<file path="config.mk">
export PLATFORM = sky130hd
export DESIGN_NAME = cam_diag
export DESIGN_NICKNAME = d
export VERILOG_FILES = /design/src/logic/cam_diag.v /design/src/logic/pix_path.v
export VERILOG_INCLUDE_DIRS = /design/src /design/src/logic
export SDC_FILE = /design/constraint.sdc
export NUM_CORES = 2
export LEC_CHECK = 0
export BUFFER_PORTS_ARGS = -buffer_cell sky130_fd_sc_hd__buf_2
export CAP_MARGIN = 20
export CORE_MARGIN = 2
export CORE_UTILIZATION = 49
export CTS_BUF_LIST = sky130_fd_sc_hd__clkbuf_16
export CTS_CLUSTER_SIZE = 40
export DETAILED_ROUTE_END_ITERATION = 8
export HOLD_SLACK_MARGIN = 0.02
export PLACE_DENSITY = 0.64
export SLEW_MARGIN = 10
export SYNTH_ARGS = -nofsm -noshare
export SYNTH_HDL_FRONTEND = slang
export SYNTH_HIERARCHICAL = 1
export SYNTH_SLANG_ARGS = --single-unit
</file>
<file path="constraint.sdc">
create_clock -name aclk -period 8.29 [get_ports aclk]
set_input_delay 0.829 -clock aclk [delete_from_list [all_inputs] [get_ports aclk]]
set_output_delay 0.829 -clock aclk [all_outputs]
set_load 0.005 [all_outputs]
</file>
<file path="src/logic/cam_diag_regs.vh">
// register map, fields, reset values and timing for the camera diagnostics block
`ifndef CAM_DIAG_REGS_VH
`define CAM_DIAG_REGS_VH

// ****************************************
// timing
// ****************************************
`define CLK_PERIOD_NS  4
`define SECOND_NS      1000000000
`define SECOND_CYC     (`SECOND_NS / `CLK_PERIOD_NS)
`define BLINK_CYC      (`SECOND_CYC / 4)

// ****************************************
// register byte offsets
// ****************************************
`define REG_CTRL       10'h000
`define REG_STATE      10'h004
`define REG_TIME_INIT  10'h008
`define REG_TIME_BUS   10'h00c
`define REG_TX_FAIL    10'h010
`define REG_LINK_REC   10'h014
`define REG_LINK_THR   10'h018
`define REG_IRQ_STAT   10'h01c
`define REG_IRQ_MASK   10'h020
`define REG_LOG_PTR    10'h024
`define REG_TAP_GAIN0  10'h028
`define REG_TAP_GAIN1  10'h02c
`define LOG_BASE_SEL   2'h1

// ****************************************
// fields and reset values
// ****************************************
`define CTRL_LED_OFF   0
`define CTRL_TPAT_EN   1
`define CTRL_DEFECT_EN 2
`define CTRL_RST       3'h4
`define IRQ_TX_FAIL    0
`define IRQ_LINK_REC   1
`define IRQ_BUS_RESET  2
`define IRQ_LOG_WRAP   3
`define LINK_THR_RST   16'h0010
`define TAP_GAIN_RST   16'h0100

// ****************************************
// indicator levels
// ****************************************
`define LVL_OFF        2'h0
`define LVL_DIM        2'h1
`define LVL_ON         2'h2
`define LVL_BRIGHT     2'h3

`endif

</file>
<file path="src/logic/cam_diag.v">
// camera diagnostics, status indicator and pixel controls behind axi4-lite
// ****************************************
// ****************************************
//
// Register access over AXI4-Lite and the address map are this design's own decisions.
`include "cam_diag_regs.vh"

module cam_diag #(
  parameter PW        = 16,
  parameter SEC_CYC   = `SECOND_CYC,
  parameter BLINK_CYC = `BLINK_CYC
) (
  // clock and reset
  input  wire          aclk,
  input  wire          aresetn,
  input  wire          ce,
  // axi4-lite write
  input  wire [11:0]   s_axi_awaddr,
  input  wire          s_axi_awvalid,
  output reg           s_axi_awready,
  input  wire [31:0]   s_axi_wdata,
  input  wire [3:0]    s_axi_wstrb,
  input  wire          s_axi_wvalid,
  output reg           s_axi_wready,
  output reg  [1:0]    s_axi_bresp,
  output reg           s_axi_bvalid,
  input  wire          s_axi_bready,
  // axi4-lite read
  input  wire [11:0]   s_axi_araddr,
  input  wire          s_axi_arvalid,
  output reg           s_axi_arready,
  output reg  [31:0]   s_axi_rdata,
  output reg  [1:0]    s_axi_rresp,
  output reg           s_axi_rvalid,
  input  wire          s_axi_rready,
  // camera events and states
  input  wire          power_cycle,
  input  wire          bus_reset,
  input  wire          arb_fail,
  input  wire          fifo_ovf,
  input  wire          link_err,
  input  wire          fpga_init,
  input  wire          sensor_pd,
  input  wire          acquiring,
  input  wire          reg_access,
  input  wire          fw_update,
  input  wire          temp_fault,
  input  wire          serious_fault,
  // message log writes
  input  wire          log_wr,
  input  wire [7:0]    log_byte,
  // pixel stream
  input  wire          binning,
  input  wire          full_res,
  input  wire          pix_valid,
  input  wire [PW-1:0] pix_data,
  input  wire [PW-1:0] pix_left,
  input  wire [PW-1:0] pix_right,
  input  wire          pix_defect,
  input  wire          pix_tap,
  input  wire [11:0]   pix_col,
  input  wire [11:0]   pix_row,
  output wire          fifo_valid,
  output wire [PW-1:0] fifo_data,
  // outputs
  output reg  [1:0]    led_green,
  output reg  [1:0]    led_red,
  output reg           link_renegotiate,
  output reg           irq
);

  // ****************************************
  // state
  // ****************************************
  reg [2:0]  ctrl_r;
  reg [31:0] sec_div_r;
  reg [31:0] blink_div_r;
  reg        blink_r;
  reg [31:0] time_init_r;
  reg [31:0] time_bus_r;
  reg [31:0] tx_fail_r;
  reg [31:0] link_rec_r;
  reg [15:0] link_err_r;
  reg [15:0] link_thr_r;
  reg [3:0]  irq_stat_r;
  reg [3:0]  irq_mask_r;
  reg [7:0]  log_ptr_r;
  reg [15:0] gain0_r;
  reg [15:0] gain1_r;
  reg [7:0]  log_mem [0:255];

  reg        aw_hold_r;
  reg        w_hold_r;
  reg [11:0] awaddr_r;
  reg [31:0] wdata_r;
  reg [3:0]  wstrb_r;

  wire       sec_tick = (sec_div_r == SEC_CYC - 1);
  wire       do_wr    = aw_hold_r && w_hold_r && !s_axi_bvalid;
  wire       thr_hit  = link_err && (link_err_r + 16'h0001 >= link_thr_r);
  reg  [3:0] irq_ev;
  reg  [3:0] irq_clr;
  reg  [31:0] rd_word;
  reg        rd_ok;

  function [15:0] merge;
    input [15:0] old;
    input [15:0] nw;
    input [1:0]  strb;
    integer i;
    begin
      for (i = 0; i < 2; i = i + 1)
        merge[i*8 +: 8] = strb[i] ? nw[i*8 +: 8] : old[i*8 +: 8];
    end
  endfunction

  function [31:0] sat_inc;
    input [31:0] v;
    begin
      sat_inc = (v == 32'hffffffff) ? v : v + 32'h00000001;
    end
  endfunction

  function wr_hit;
    input [11:0] a;
    input [9:0]  off;
    begin
      wr_hit = (a[11:10] == 2'h0) && (a[9:2] == off[9:2]);
    end
  endfunction

  // ****************************************
  // time base and counters
  // ****************************************
  always @(posedge aclk)
  begin
    if (!aresetn)
    begin
      sec_div_r   <= 32'h00000000;
      blink_div_r <= 32'h00000000;
      blink_r     <= 1'b0;
      time_init_r <= 32'h00000000;
      time_bus_r  <= 32'h00000000;
      tx_fail_r   <= 32'h00000000;
      link_rec_r  <= 32'h00000000;
      link_err_r  <= 16'h0000;
      link_renegotiate <= 1'b0;
    end
    else if (ce)
    begin
      sec_div_r <= sec_tick ? 32'h00000000 : sec_div_r + 32'h00000001;
      if (blink_div_r == BLINK_CYC - 1)
      begin
        blink_div_r <= 32'h00000000;
        blink_r     <= ~blink_r;
      end
      else
        blink_div_r <= blink_div_r + 32'h00000001;
      if (sec_tick)
        time_init_r <= sat_inc(time_init_r);
      if (bus_reset)
        time_bus_r <= 32'h00000000;
      else if (sec_tick)
        time_bus_r <= sat_inc(time_bus_r);
      if (arb_fail && fifo_ovf)
        tx_fail_r <= sat_inc(tx_fail_r);
      link_renegotiate <= thr_hit;
      if (thr_hit)
      begin
        link_err_r <= 16'h0000;
        link_rec_r <= sat_inc(link_rec_r);
      end
      else if (link_err)
        link_err_r <= link_err_r + 16'h0001;
    end
  end

  // ****************************************
  // message log
  // ****************************************
  // circular byte log
  always @(posedge aclk)
  begin
    if (ce && log_wr)
      log_mem[log_ptr_r] <= log_byte;
  end

  // ****************************************
  // axi4-lite write
  // ****************************************
  always @*
  begin
    irq_ev = 4'h0;
    irq_ev[`IRQ_TX_FAIL]   = arb_fail && fifo_ovf;
    irq_ev[`IRQ_LINK_REC]  = thr_hit;
    irq_ev[`IRQ_BUS_RESET] = bus_reset;
    irq_ev[`IRQ_LOG_WRAP]  = log_wr && (log_ptr_r == 8'hff);
    irq_clr = 4'h0;
    if (do_wr && wr_hit(awaddr_r, `REG_IRQ_STAT) && wstrb_r[0])
      irq_clr = wdata_r[3:0];
  end

  always @(posedge aclk)
  begin
    if (!aresetn)
    begin
      s_axi_awready <= 1'b0;
      s_axi_wready  <= 1'b0;
      s_axi_bvalid  <= 1'b0;
      s_axi_bresp   <= 2'h0;
      aw_hold_r     <= 1'b0;
      w_hold_r      <= 1'b0;
      awaddr_r      <= 12'h000;
      wdata_r       <= 32'h00000000;
      wstrb_r       <= 4'h0;
      ctrl_r        <= `CTRL_RST;
      link_thr_r    <= `LINK_THR_RST;
      irq_mask_r    <= 4'h0;
      irq_stat_r    <= 4'h0;
      log_ptr_r     <= 8'h00;
      gain0_r       <= `TAP_GAIN_RST;
      gain1_r       <= `TAP_GAIN_RST;
      irq           <= 1'b0;
    end
    else if (ce)
    begin
      s_axi_awready <= !aw_hold_r && !(s_axi_awvalid && s_axi_awready);
      s_axi_wready  <= !w_hold_r && !(s_axi_wvalid && s_axi_wready);
      if (s_axi_awvalid && s_axi_awready)
      begin
        aw_hold_r <= 1'b1;
        awaddr_r  <= s_axi_awaddr;
      end
      if (s_axi_wvalid && s_axi_wready)
      begin
        w_hold_r <= 1'b1;
        wdata_r  <= s_axi_wdata;
        wstrb_r  <= s_axi_wstrb;
      end
      if (s_axi_bvalid && s_axi_bready)
      begin
        s_axi_bvalid <= 1'b0;
        aw_hold_r    <= 1'b0;
        w_hold_r     <= 1'b0;
      end
      if (do_wr)
      begin
        s_axi_bvalid <= 1'b1;
        s_axi_bresp  <= 2'h0;
        if (wr_hit(awaddr_r, `REG_CTRL) && wstrb_r[0])
        begin
          ctrl_r[`CTRL_LED_OFF]   <= ctrl_r[`CTRL_LED_OFF] | wdata_r[`CTRL_LED_OFF];
          ctrl_r[`CTRL_TPAT_EN]   <= wdata_r[`CTRL_TPAT_EN];
          ctrl_r[`CTRL_DEFECT_EN] <= wdata_r[`CTRL_DEFECT_EN];
        end
        else if (wr_hit(awaddr_r, `REG_LINK_THR))
          link_thr_r <= merge(link_thr_r, wdata_r[15:0], wstrb_r[1:0]);
        else if (wr_hit(awaddr_r, `REG_IRQ_MASK) && wstrb_r[0])
          irq_mask_r <= wdata_r[3:0];
        else if (wr_hit(awaddr_r, `REG_TAP_GAIN0))
          gain0_r <= merge(gain0_r, wdata_r[15:0], wstrb_r[1:0]);
        else if (wr_hit(awaddr_r, `REG_TAP_GAIN1))
          gain1_r <= merge(gain1_r, wdata_r[15:0], wstrb_r[1:0]);
        else if (!(wr_hit(awaddr_r, `REG_IRQ_STAT) || wr_hit(awaddr_r, `REG_LOG_PTR)))
          s_axi_bresp <= (awaddr_r[11:10] == `LOG_BASE_SEL) ? 2'h0 : 2'h2;
      end
      if (power_cycle)
        ctrl_r[`CTRL_LED_OFF] <= 1'b0;
      if (log_wr)
        log_ptr_r <= log_ptr_r + 8'h01;
      // set wins over clear
      irq_stat_r <= (irq_stat_r & ~irq_clr) | irq_ev;
      irq        <= |(irq_stat_r & irq_mask_r);
    end
  end

  // ****************************************
  // axi4-lite read
  // ****************************************
  always @*
  begin
    rd_word = 32'h00000000;
    rd_ok   = 1'b1;
    if (s_axi_araddr[11:10] == `LOG_BASE_SEL)
      rd_word = {log_mem[{s_axi_araddr[7:2], 2'h3}], log_mem[{s_axi_araddr[7:2], 2'h2}],
                 log_mem[{s_axi_araddr[7:2], 2'h1}], log_mem[{s_axi_araddr[7:2], 2'h0}]};
    else if (s_axi_araddr[11:10] != 2'h0)
      rd_ok = 1'b0;
    else
      case ({s_axi_araddr[9:2], 2'h0})
        `REG_CTRL:      rd_word = {29'h0, ctrl_r};
        `REG_STATE:     rd_word = {20'h0, led_red, led_green, serious_fault, temp_fault,
                                   fw_update, reg_access, acquiring, sensor_pd, fpga_init, blink_r};
        `REG_TIME_INIT: rd_word = time_init_r;
        `REG_TIME_BUS:  rd_word = time_bus_r;
        `REG_TX_FAIL:   rd_word = tx_fail_r;
        `REG_LINK_REC:  rd_word = link_rec_r;
        `REG_LINK_THR:  rd_word = {16'h0, link_thr_r};
        `REG_IRQ_STAT:  rd_word = {28'h0, irq_stat_r};
        `REG_IRQ_MASK:  rd_word = {28'h0, irq_mask_r};
        `REG_LOG_PTR:   rd_word = {24'h0, log_ptr_r};
        `REG_TAP_GAIN0: rd_word = {16'h0, gain0_r};
        `REG_TAP_GAIN1: rd_word = {16'h0, gain1_r};
        default:        rd_ok   = 1'b0;
      endcase
  end

  always @(posedge aclk)
  begin
    if (!aresetn)
    begin
      s_axi_arready <= 1'b0;
      s_axi_rvalid  <= 1'b0;
      s_axi_rdata   <= 32'h00000000;
      s_axi_rresp   <= 2'h0;
    end
    else if (ce)
    begin
      s_axi_arready <= !s_axi_rvalid && !(s_axi_arvalid && s_axi_arready);
      if (s_axi_arvalid && s_axi_arready)
      begin
        s_axi_rvalid <= 1'b1;
        s_axi_rdata  <= rd_word;
        s_axi_rresp  <= rd_ok ? 2'h0 : 2'h2;
      end
      else if (s_axi_rvalid && s_axi_rready)
        s_axi_rvalid <= 1'b0;
    end
  end

  // ****************************************
  // status indicator
  // ****************************************
  // faults outrank activity, activity outranks idle
  always @(posedge aclk)
  begin
    if (!aresetn)
    begin
      led_green <= `LVL_OFF;
      led_red   <= `LVL_OFF;
    end
    else if (ce)
    begin
      led_green <= `LVL_ON;
      led_red   <= `LVL_OFF;
      if (ctrl_r[`CTRL_LED_OFF])
        led_green <= `LVL_OFF;
      else if (serious_fault)
      begin
        led_green <= `LVL_OFF;
        led_red   <= `LVL_ON;
      end
      else if (temp_fault)
      begin
        led_green <= `LVL_OFF;
        led_red   <= blink_r ? `LVL_ON : `LVL_OFF;
      end
      else if (fw_update)
      begin
        led_green <= blink_r ? `LVL_OFF : `LVL_ON;
        led_red   <= blink_r ? `LVL_ON : `LVL_OFF;
      end
      else if (fpga_init)
      begin
        led_green <= blink_r ? `LVL_ON : `LVL_OFF;
        led_red   <= blink_r ? `LVL_ON : `LVL_OFF;
      end
      else if (sensor_pd)
        led_red <= `LVL_DIM;
      else if (acquiring)
        led_green <= `LVL_BRIGHT;
      else if (reg_access)
        led_green <= blink_r ? `LVL_BRIGHT : `LVL_ON;
    end
  end

  // ****************************************
  // pixel path
  // ****************************************
  pix_path #(
    .PW        (PW)
  ) u_pix (
    .aclk      (aclk),
    .aresetn   (aresetn),
    .ce        (ce),
    .defect_en (ctrl_r[`CTRL_DEFECT_EN]),
    .tpat_en   (ctrl_r[`CTRL_TPAT_EN]),
    .binning   (binning),
    .full_res  (full_res),
    .gain0     (gain0_r),
    .gain1     (gain1_r),
    .in_valid  (pix_valid),
    .in_data   (pix_data),
    .in_left   (pix_left),
    .in_right  (pix_right),
    .in_defect (pix_defect),
    .in_tap    (pix_tap),
    .in_col    (pix_col),
    .in_row    (pix_row),
    .out_valid (fifo_valid),
    .out_data  (fifo_data)
  );

endmodule // cam_diag

</file>
<file path="src/logic/pix_path.v">
// pixel path ahead of the image fifo: defect fix, tap balance, test pattern
`include "cam_diag_regs.vh"

module pix_path #(
  parameter PW = 16
) (
  // clock
  input  wire          aclk,
  input  wire          aresetn,
  input  wire          ce,
  // control
  input  wire          defect_en,
  input  wire          tpat_en,
  input  wire          binning,
  input  wire          full_res,
  input  wire [15:0]   gain0,
  input  wire [15:0]   gain1,
  // pixel in
  input  wire          in_valid,
  input  wire [PW-1:0] in_data,
  input  wire [PW-1:0] in_left,
  input  wire [PW-1:0] in_right,
  input  wire          in_defect,
  input  wire          in_tap,
  input  wire [11:0]   in_col,
  input  wire [11:0]   in_row,
  // pixel out
  output reg           out_valid,
  output reg  [PW-1:0] out_data
);

  reg [PW-1:0] fixed;
  reg [PW:0]   pair_sum;
  reg [15:0]   gain;
  reg [PW+15:0] prod;
  reg [PW-1:0] bal;
  reg [PW-1:0] pat;

  always @*
  begin
    fixed    = in_data;
    pair_sum = {1'b0, in_left} + {1'b0, in_right};
    if (defect_en && in_defect && !binning)
      fixed = pair_sum[PW:1];
    gain = in_tap ? gain1 : gain0;
    prod = fixed * gain;
    bal = full_res ? prod[PW+7:8] : fixed;
    // static pattern, independent of imaging settings
    // pattern fills the low 16 bits, so pixel width must be at least 16
    pat       = {PW{1'b0}};
    pat[15:0] = {in_row[7:0] ^ in_col[7:0], in_col[7:0]};
  end

  always @(posedge aclk)
  begin
    if (!aresetn)
    begin
      out_valid <= 1'b0;
      out_data  <= {PW{1'b0}};
    end
    else if (ce)
    begin
      out_valid <= in_valid;
      out_data  <= tpat_en ? pat : bal;
    end
  end

endmodule // pix_path

</file>
==> metrics.md <==
| Metric | Value |
|---|---|
| DRC | `0` |
| WHS Endpoint | `awaddr_r[11]` |
| Most frequent cells in the layout | `edfxtp_1 (2,048), nor2_1 (638), mux4_2 (451)` |
| WHS Path Cells | `3` |
| VDD IR-drop max | `209.1 uV` |
| Ranking of synthesized cells by area | `edfxtp_1 (58%), mux4_2 (9.7%), dfxtp_1 (7.0%)` |
| Critical path's slowest cell | `fa_1` |
| Wirelength per Cell | `28.42 um` |
| Ys Warns | `6` |
| Hold Buf Count CTS | `0` |
| Drt total wl | `289,700 um` |
| Synth Area per Inst | `15.30 um^2` |
| Initial antenna violation count | `12` |
| Endpoints failing setup | `0` |
| WP data arrival | `8.47 ns` |
| First-pass DRT Iterations | `6` |
| Util after Layout | `55.01%` |
| Clk Latency, worst-skew pair | `0.91 ns` |
| Sequential power share | `52.2%` |
| Via density | `6.156` |
| DP Area | `0.1099 mm^2` |
| CTS clk-pin slew, worst paths | `0.06 ns` |
| Storage cell area | `0.06887 mm^2` |
| Height of the die | `467.5 um` |
| Number of buffers on the longest clock path | `3` |
| Reg2reg start | `ctrl_r[2]` |
| Post-synth ARST share | `0%` |
| Switching Fraction | `22.30%` |
| Number of post-CTS setup repair buffers | `0` |
| Vias in the first global route | `61,700` |
| Cts repair resizes | `0` |
| Die W | `467.5 um` |
| Seq/Total Area, Yosys | `65.43%` |
| RSZ-0062 raised after global routing | `false` |
| Worst Max-Slew Pin Slew | `1.234 ns` |
| Core Area | `0.2140 mm^2` |
| Gpl congestion | `0.9096` |
| Reg-to-Reg End | `u_pix/out_data[15]` |
| Leak | `39.53 nW` |
| Root buffer cell | `clkbuf_16` |
| Post-route ant nets | `0` |
| Area Overhead vs Synth | `11.84%` |
| Multi-input gate area | `0.03380 mm^2` |
| Largest net degree at the start of global routing | `140` |
| TritonCTS clock tree | `yes` |
| IO buf count | `197` |
| # rows | `170` |
| Post-synth EDFFs | `2,048` |
| Post-synth top flop | `edfxtp_1` |
| Cell Area, Synth | `0.1053 mm^2` |
| Pwr dens | `215.1 mW/mm^2` |
| Grt total ovfl | `0` |
| Yosys top cell by area | `edfxtp_1` |
| Max Slew Vio Count | `0` |
| Net Switching | `5.647 mW` |
| Combinational Power Share | `5.7%` |
| Num CTS Buffers | `237` |
| CP Class | `input port to flop` |
| Setup crit end kind | `flop` |
| Area share of the largest cell type after synthesis | `58.43%` |
| Fin. Hold Viols | `0` |
| Rel. slew slack | `16.87%` |
| Initial Utilization | `49.19%` |
| Status | `complete, no violations` |
| Post-DP HPWL | `188,100 um` |
| Area of the die | `0.2185 mm^2` |
| Mapped Cells | `6,879` |
| Yosys reg bits | `2,416` |
| CP Max Fanout | `5` |
| Highest Clock Rate | `128.8 MHz` |
| # IOs | `230` |
| Worst Path Required | `8.99 ns` |
| Final nets | `7,584` |
| Family with the most delay on the worst path | `adder cells` |
| Reg2Reg Setup Slack | `0.63 ns` |
| Pwr Total | `25.32 mW` |
| Hold Path Class | `input port to flop` |
| CTS sink cnt | `2,416` |
| Crit-path most repeated cell | `fa_1` |
| Crit-path max cell delay | `0.53 ns` |
| H-tree depth | `4` |
| Max-cap check violation count | `0` |
| Final worst-path cycle share | `93.65%` |
| Int Power | `19.67 mW` |
| Fill count | `16,980` |
| Yosys cell types | `102` |
| GRT Overall Usage | `26.41%` |
| Hold Slack | `0.1795 ns` |
| Clock power frac | `42.1%` |
| Commonest non-fill, non-tap cell in the layout | `edfxtp_1` |
| Setup Skew | `0.1095 ns` |
| HP Start | `s_axi_awaddr[11]` |
| Layout cells sized above 1 | `17.66%` |
| Setup TNS | `0 ns` |
| R2R cell count | `29` |
| Design area | `0.1177 mm^2` |
| Post-route minimum period | `7.764 ns` |
| DRT iter0 DRCs | `8,006` |
| Critical path startpoint category | `input port` |
| First-pass GRT wire length | `421,800 um` |
| Buf/Inv on CP | `5` |
| Via Count | `62,760` |
[flip-flops by register name, summed over array words and instances, names as in the netlist, 32 cells and up]
signal       cells
time_bus_r      32
log_mem       2048
tx_fail_r       32
s_axi_rdata     32
link_rec_r      32
blink_div_r     32
sec_div_r       32
time_init_r     32
[cells by family after synthesis]
logic type	after synthesis	share of synthesized area, %
buffers and inverters	632	2.527
AND/OR/NAND/NOR	1707	7.644
AO/OA/AOI/OAI	864	5.334
other	1	0.003563
flip-flops	2416	65.43
multiplexers	783	12.88
XOR/XNOR	200	1.703
adder cells (fa/ha/maj)	276	4.479
[synthesized netlist by cell type, drive strengths merged (83+ instances only)]
cell	count
clkbuf	214
xor2	120
nand2	439
a21oi	257
nand3	169
nand4	83
dfxtp	368
ha	108
fa	168
nor2	644
mux2i	274
mux4	451
o21ai	159
edfxtp	2048
buf	159
a22oi	112
inv	257
[layout make-up]
class,instances,share of cell area [%]
Timing Repair Buffer,396,2.343
Multi-Input combinational cell,3832,28.71
Clock inverter,209,1.447
Sequential cell,2416,58.50
Inverter,259,0.8301
Clock buffer,242,5.144
Tap cell,2838,3.016
Antenna cell,3,0.006377
[power groups by stage]
| stage | combinational [mW] | sequential [mW] | clock [mW] |
|---|---|---|---|
| 6_report | 1.45 | 13.2 | 10.7 |
| 5_1_grt | 1.54 | 13.2 | 11.2 |
| 4_1_cts | 1.45 | 13.2 | 10.8 |
| 3_5_place_dp | 1.44 | 13.5 | 0 |
| 3_3_place_gp | 1.42 | 13.5 | 0 |
| 2_1_floorplan | 0.780 | 13.5 | 0 |
[per-stage QoR]
stage / instances / setup slack, ns
global placement: 9736 / -0.1923
global route: 10190 / 0.1451
CTS: 10190 / 0.5891
floorplan: 6880 / 0.2737
detailed placement: 9737 / -0.2768
finish: 10200 / 0.5262
[worst max-delay path by stage]
stage,to,cells past startpoint,from
floorplan,u_pix/out_data[15],34,pix_left[1]
global placement,u_pix/out_data[15],32,pix_left[2]
detailed placement,u_pix/out_data[15],32,pix_left[2]
CTS,u_pix/out_data[15],32,pix_left[2]
global route,u_pix/out_data[15],32,pix_left[2]
finish,u_pix/out_data[15],32,pix_left[2]
[worst register-to-register path: cells and delay by family, from the launching register on]
kind,cells,cell delay (ns)
flip-flops,1,0.61
buffers and inverters,7,0.86
adder cells (fa/ha/maj),7,2.86
XOR/XNOR,2,0.43
AO/OA/AOI/OAI,6,1.16
multiplexers,1,0.42
AND/OR/NAND/NOR,6,1.13
[routing by layer]
metal	track usage, %	part of all wire (%)	up-vias
met3	5.144	9.7	467
met1	37.89	41	32270
met4	8.636	3.2	4
met2	40.79	46	3149
met5	0	0.0076	-
li1	-	-	26870
Note: power is estimated with default switching activity, not from simulation.
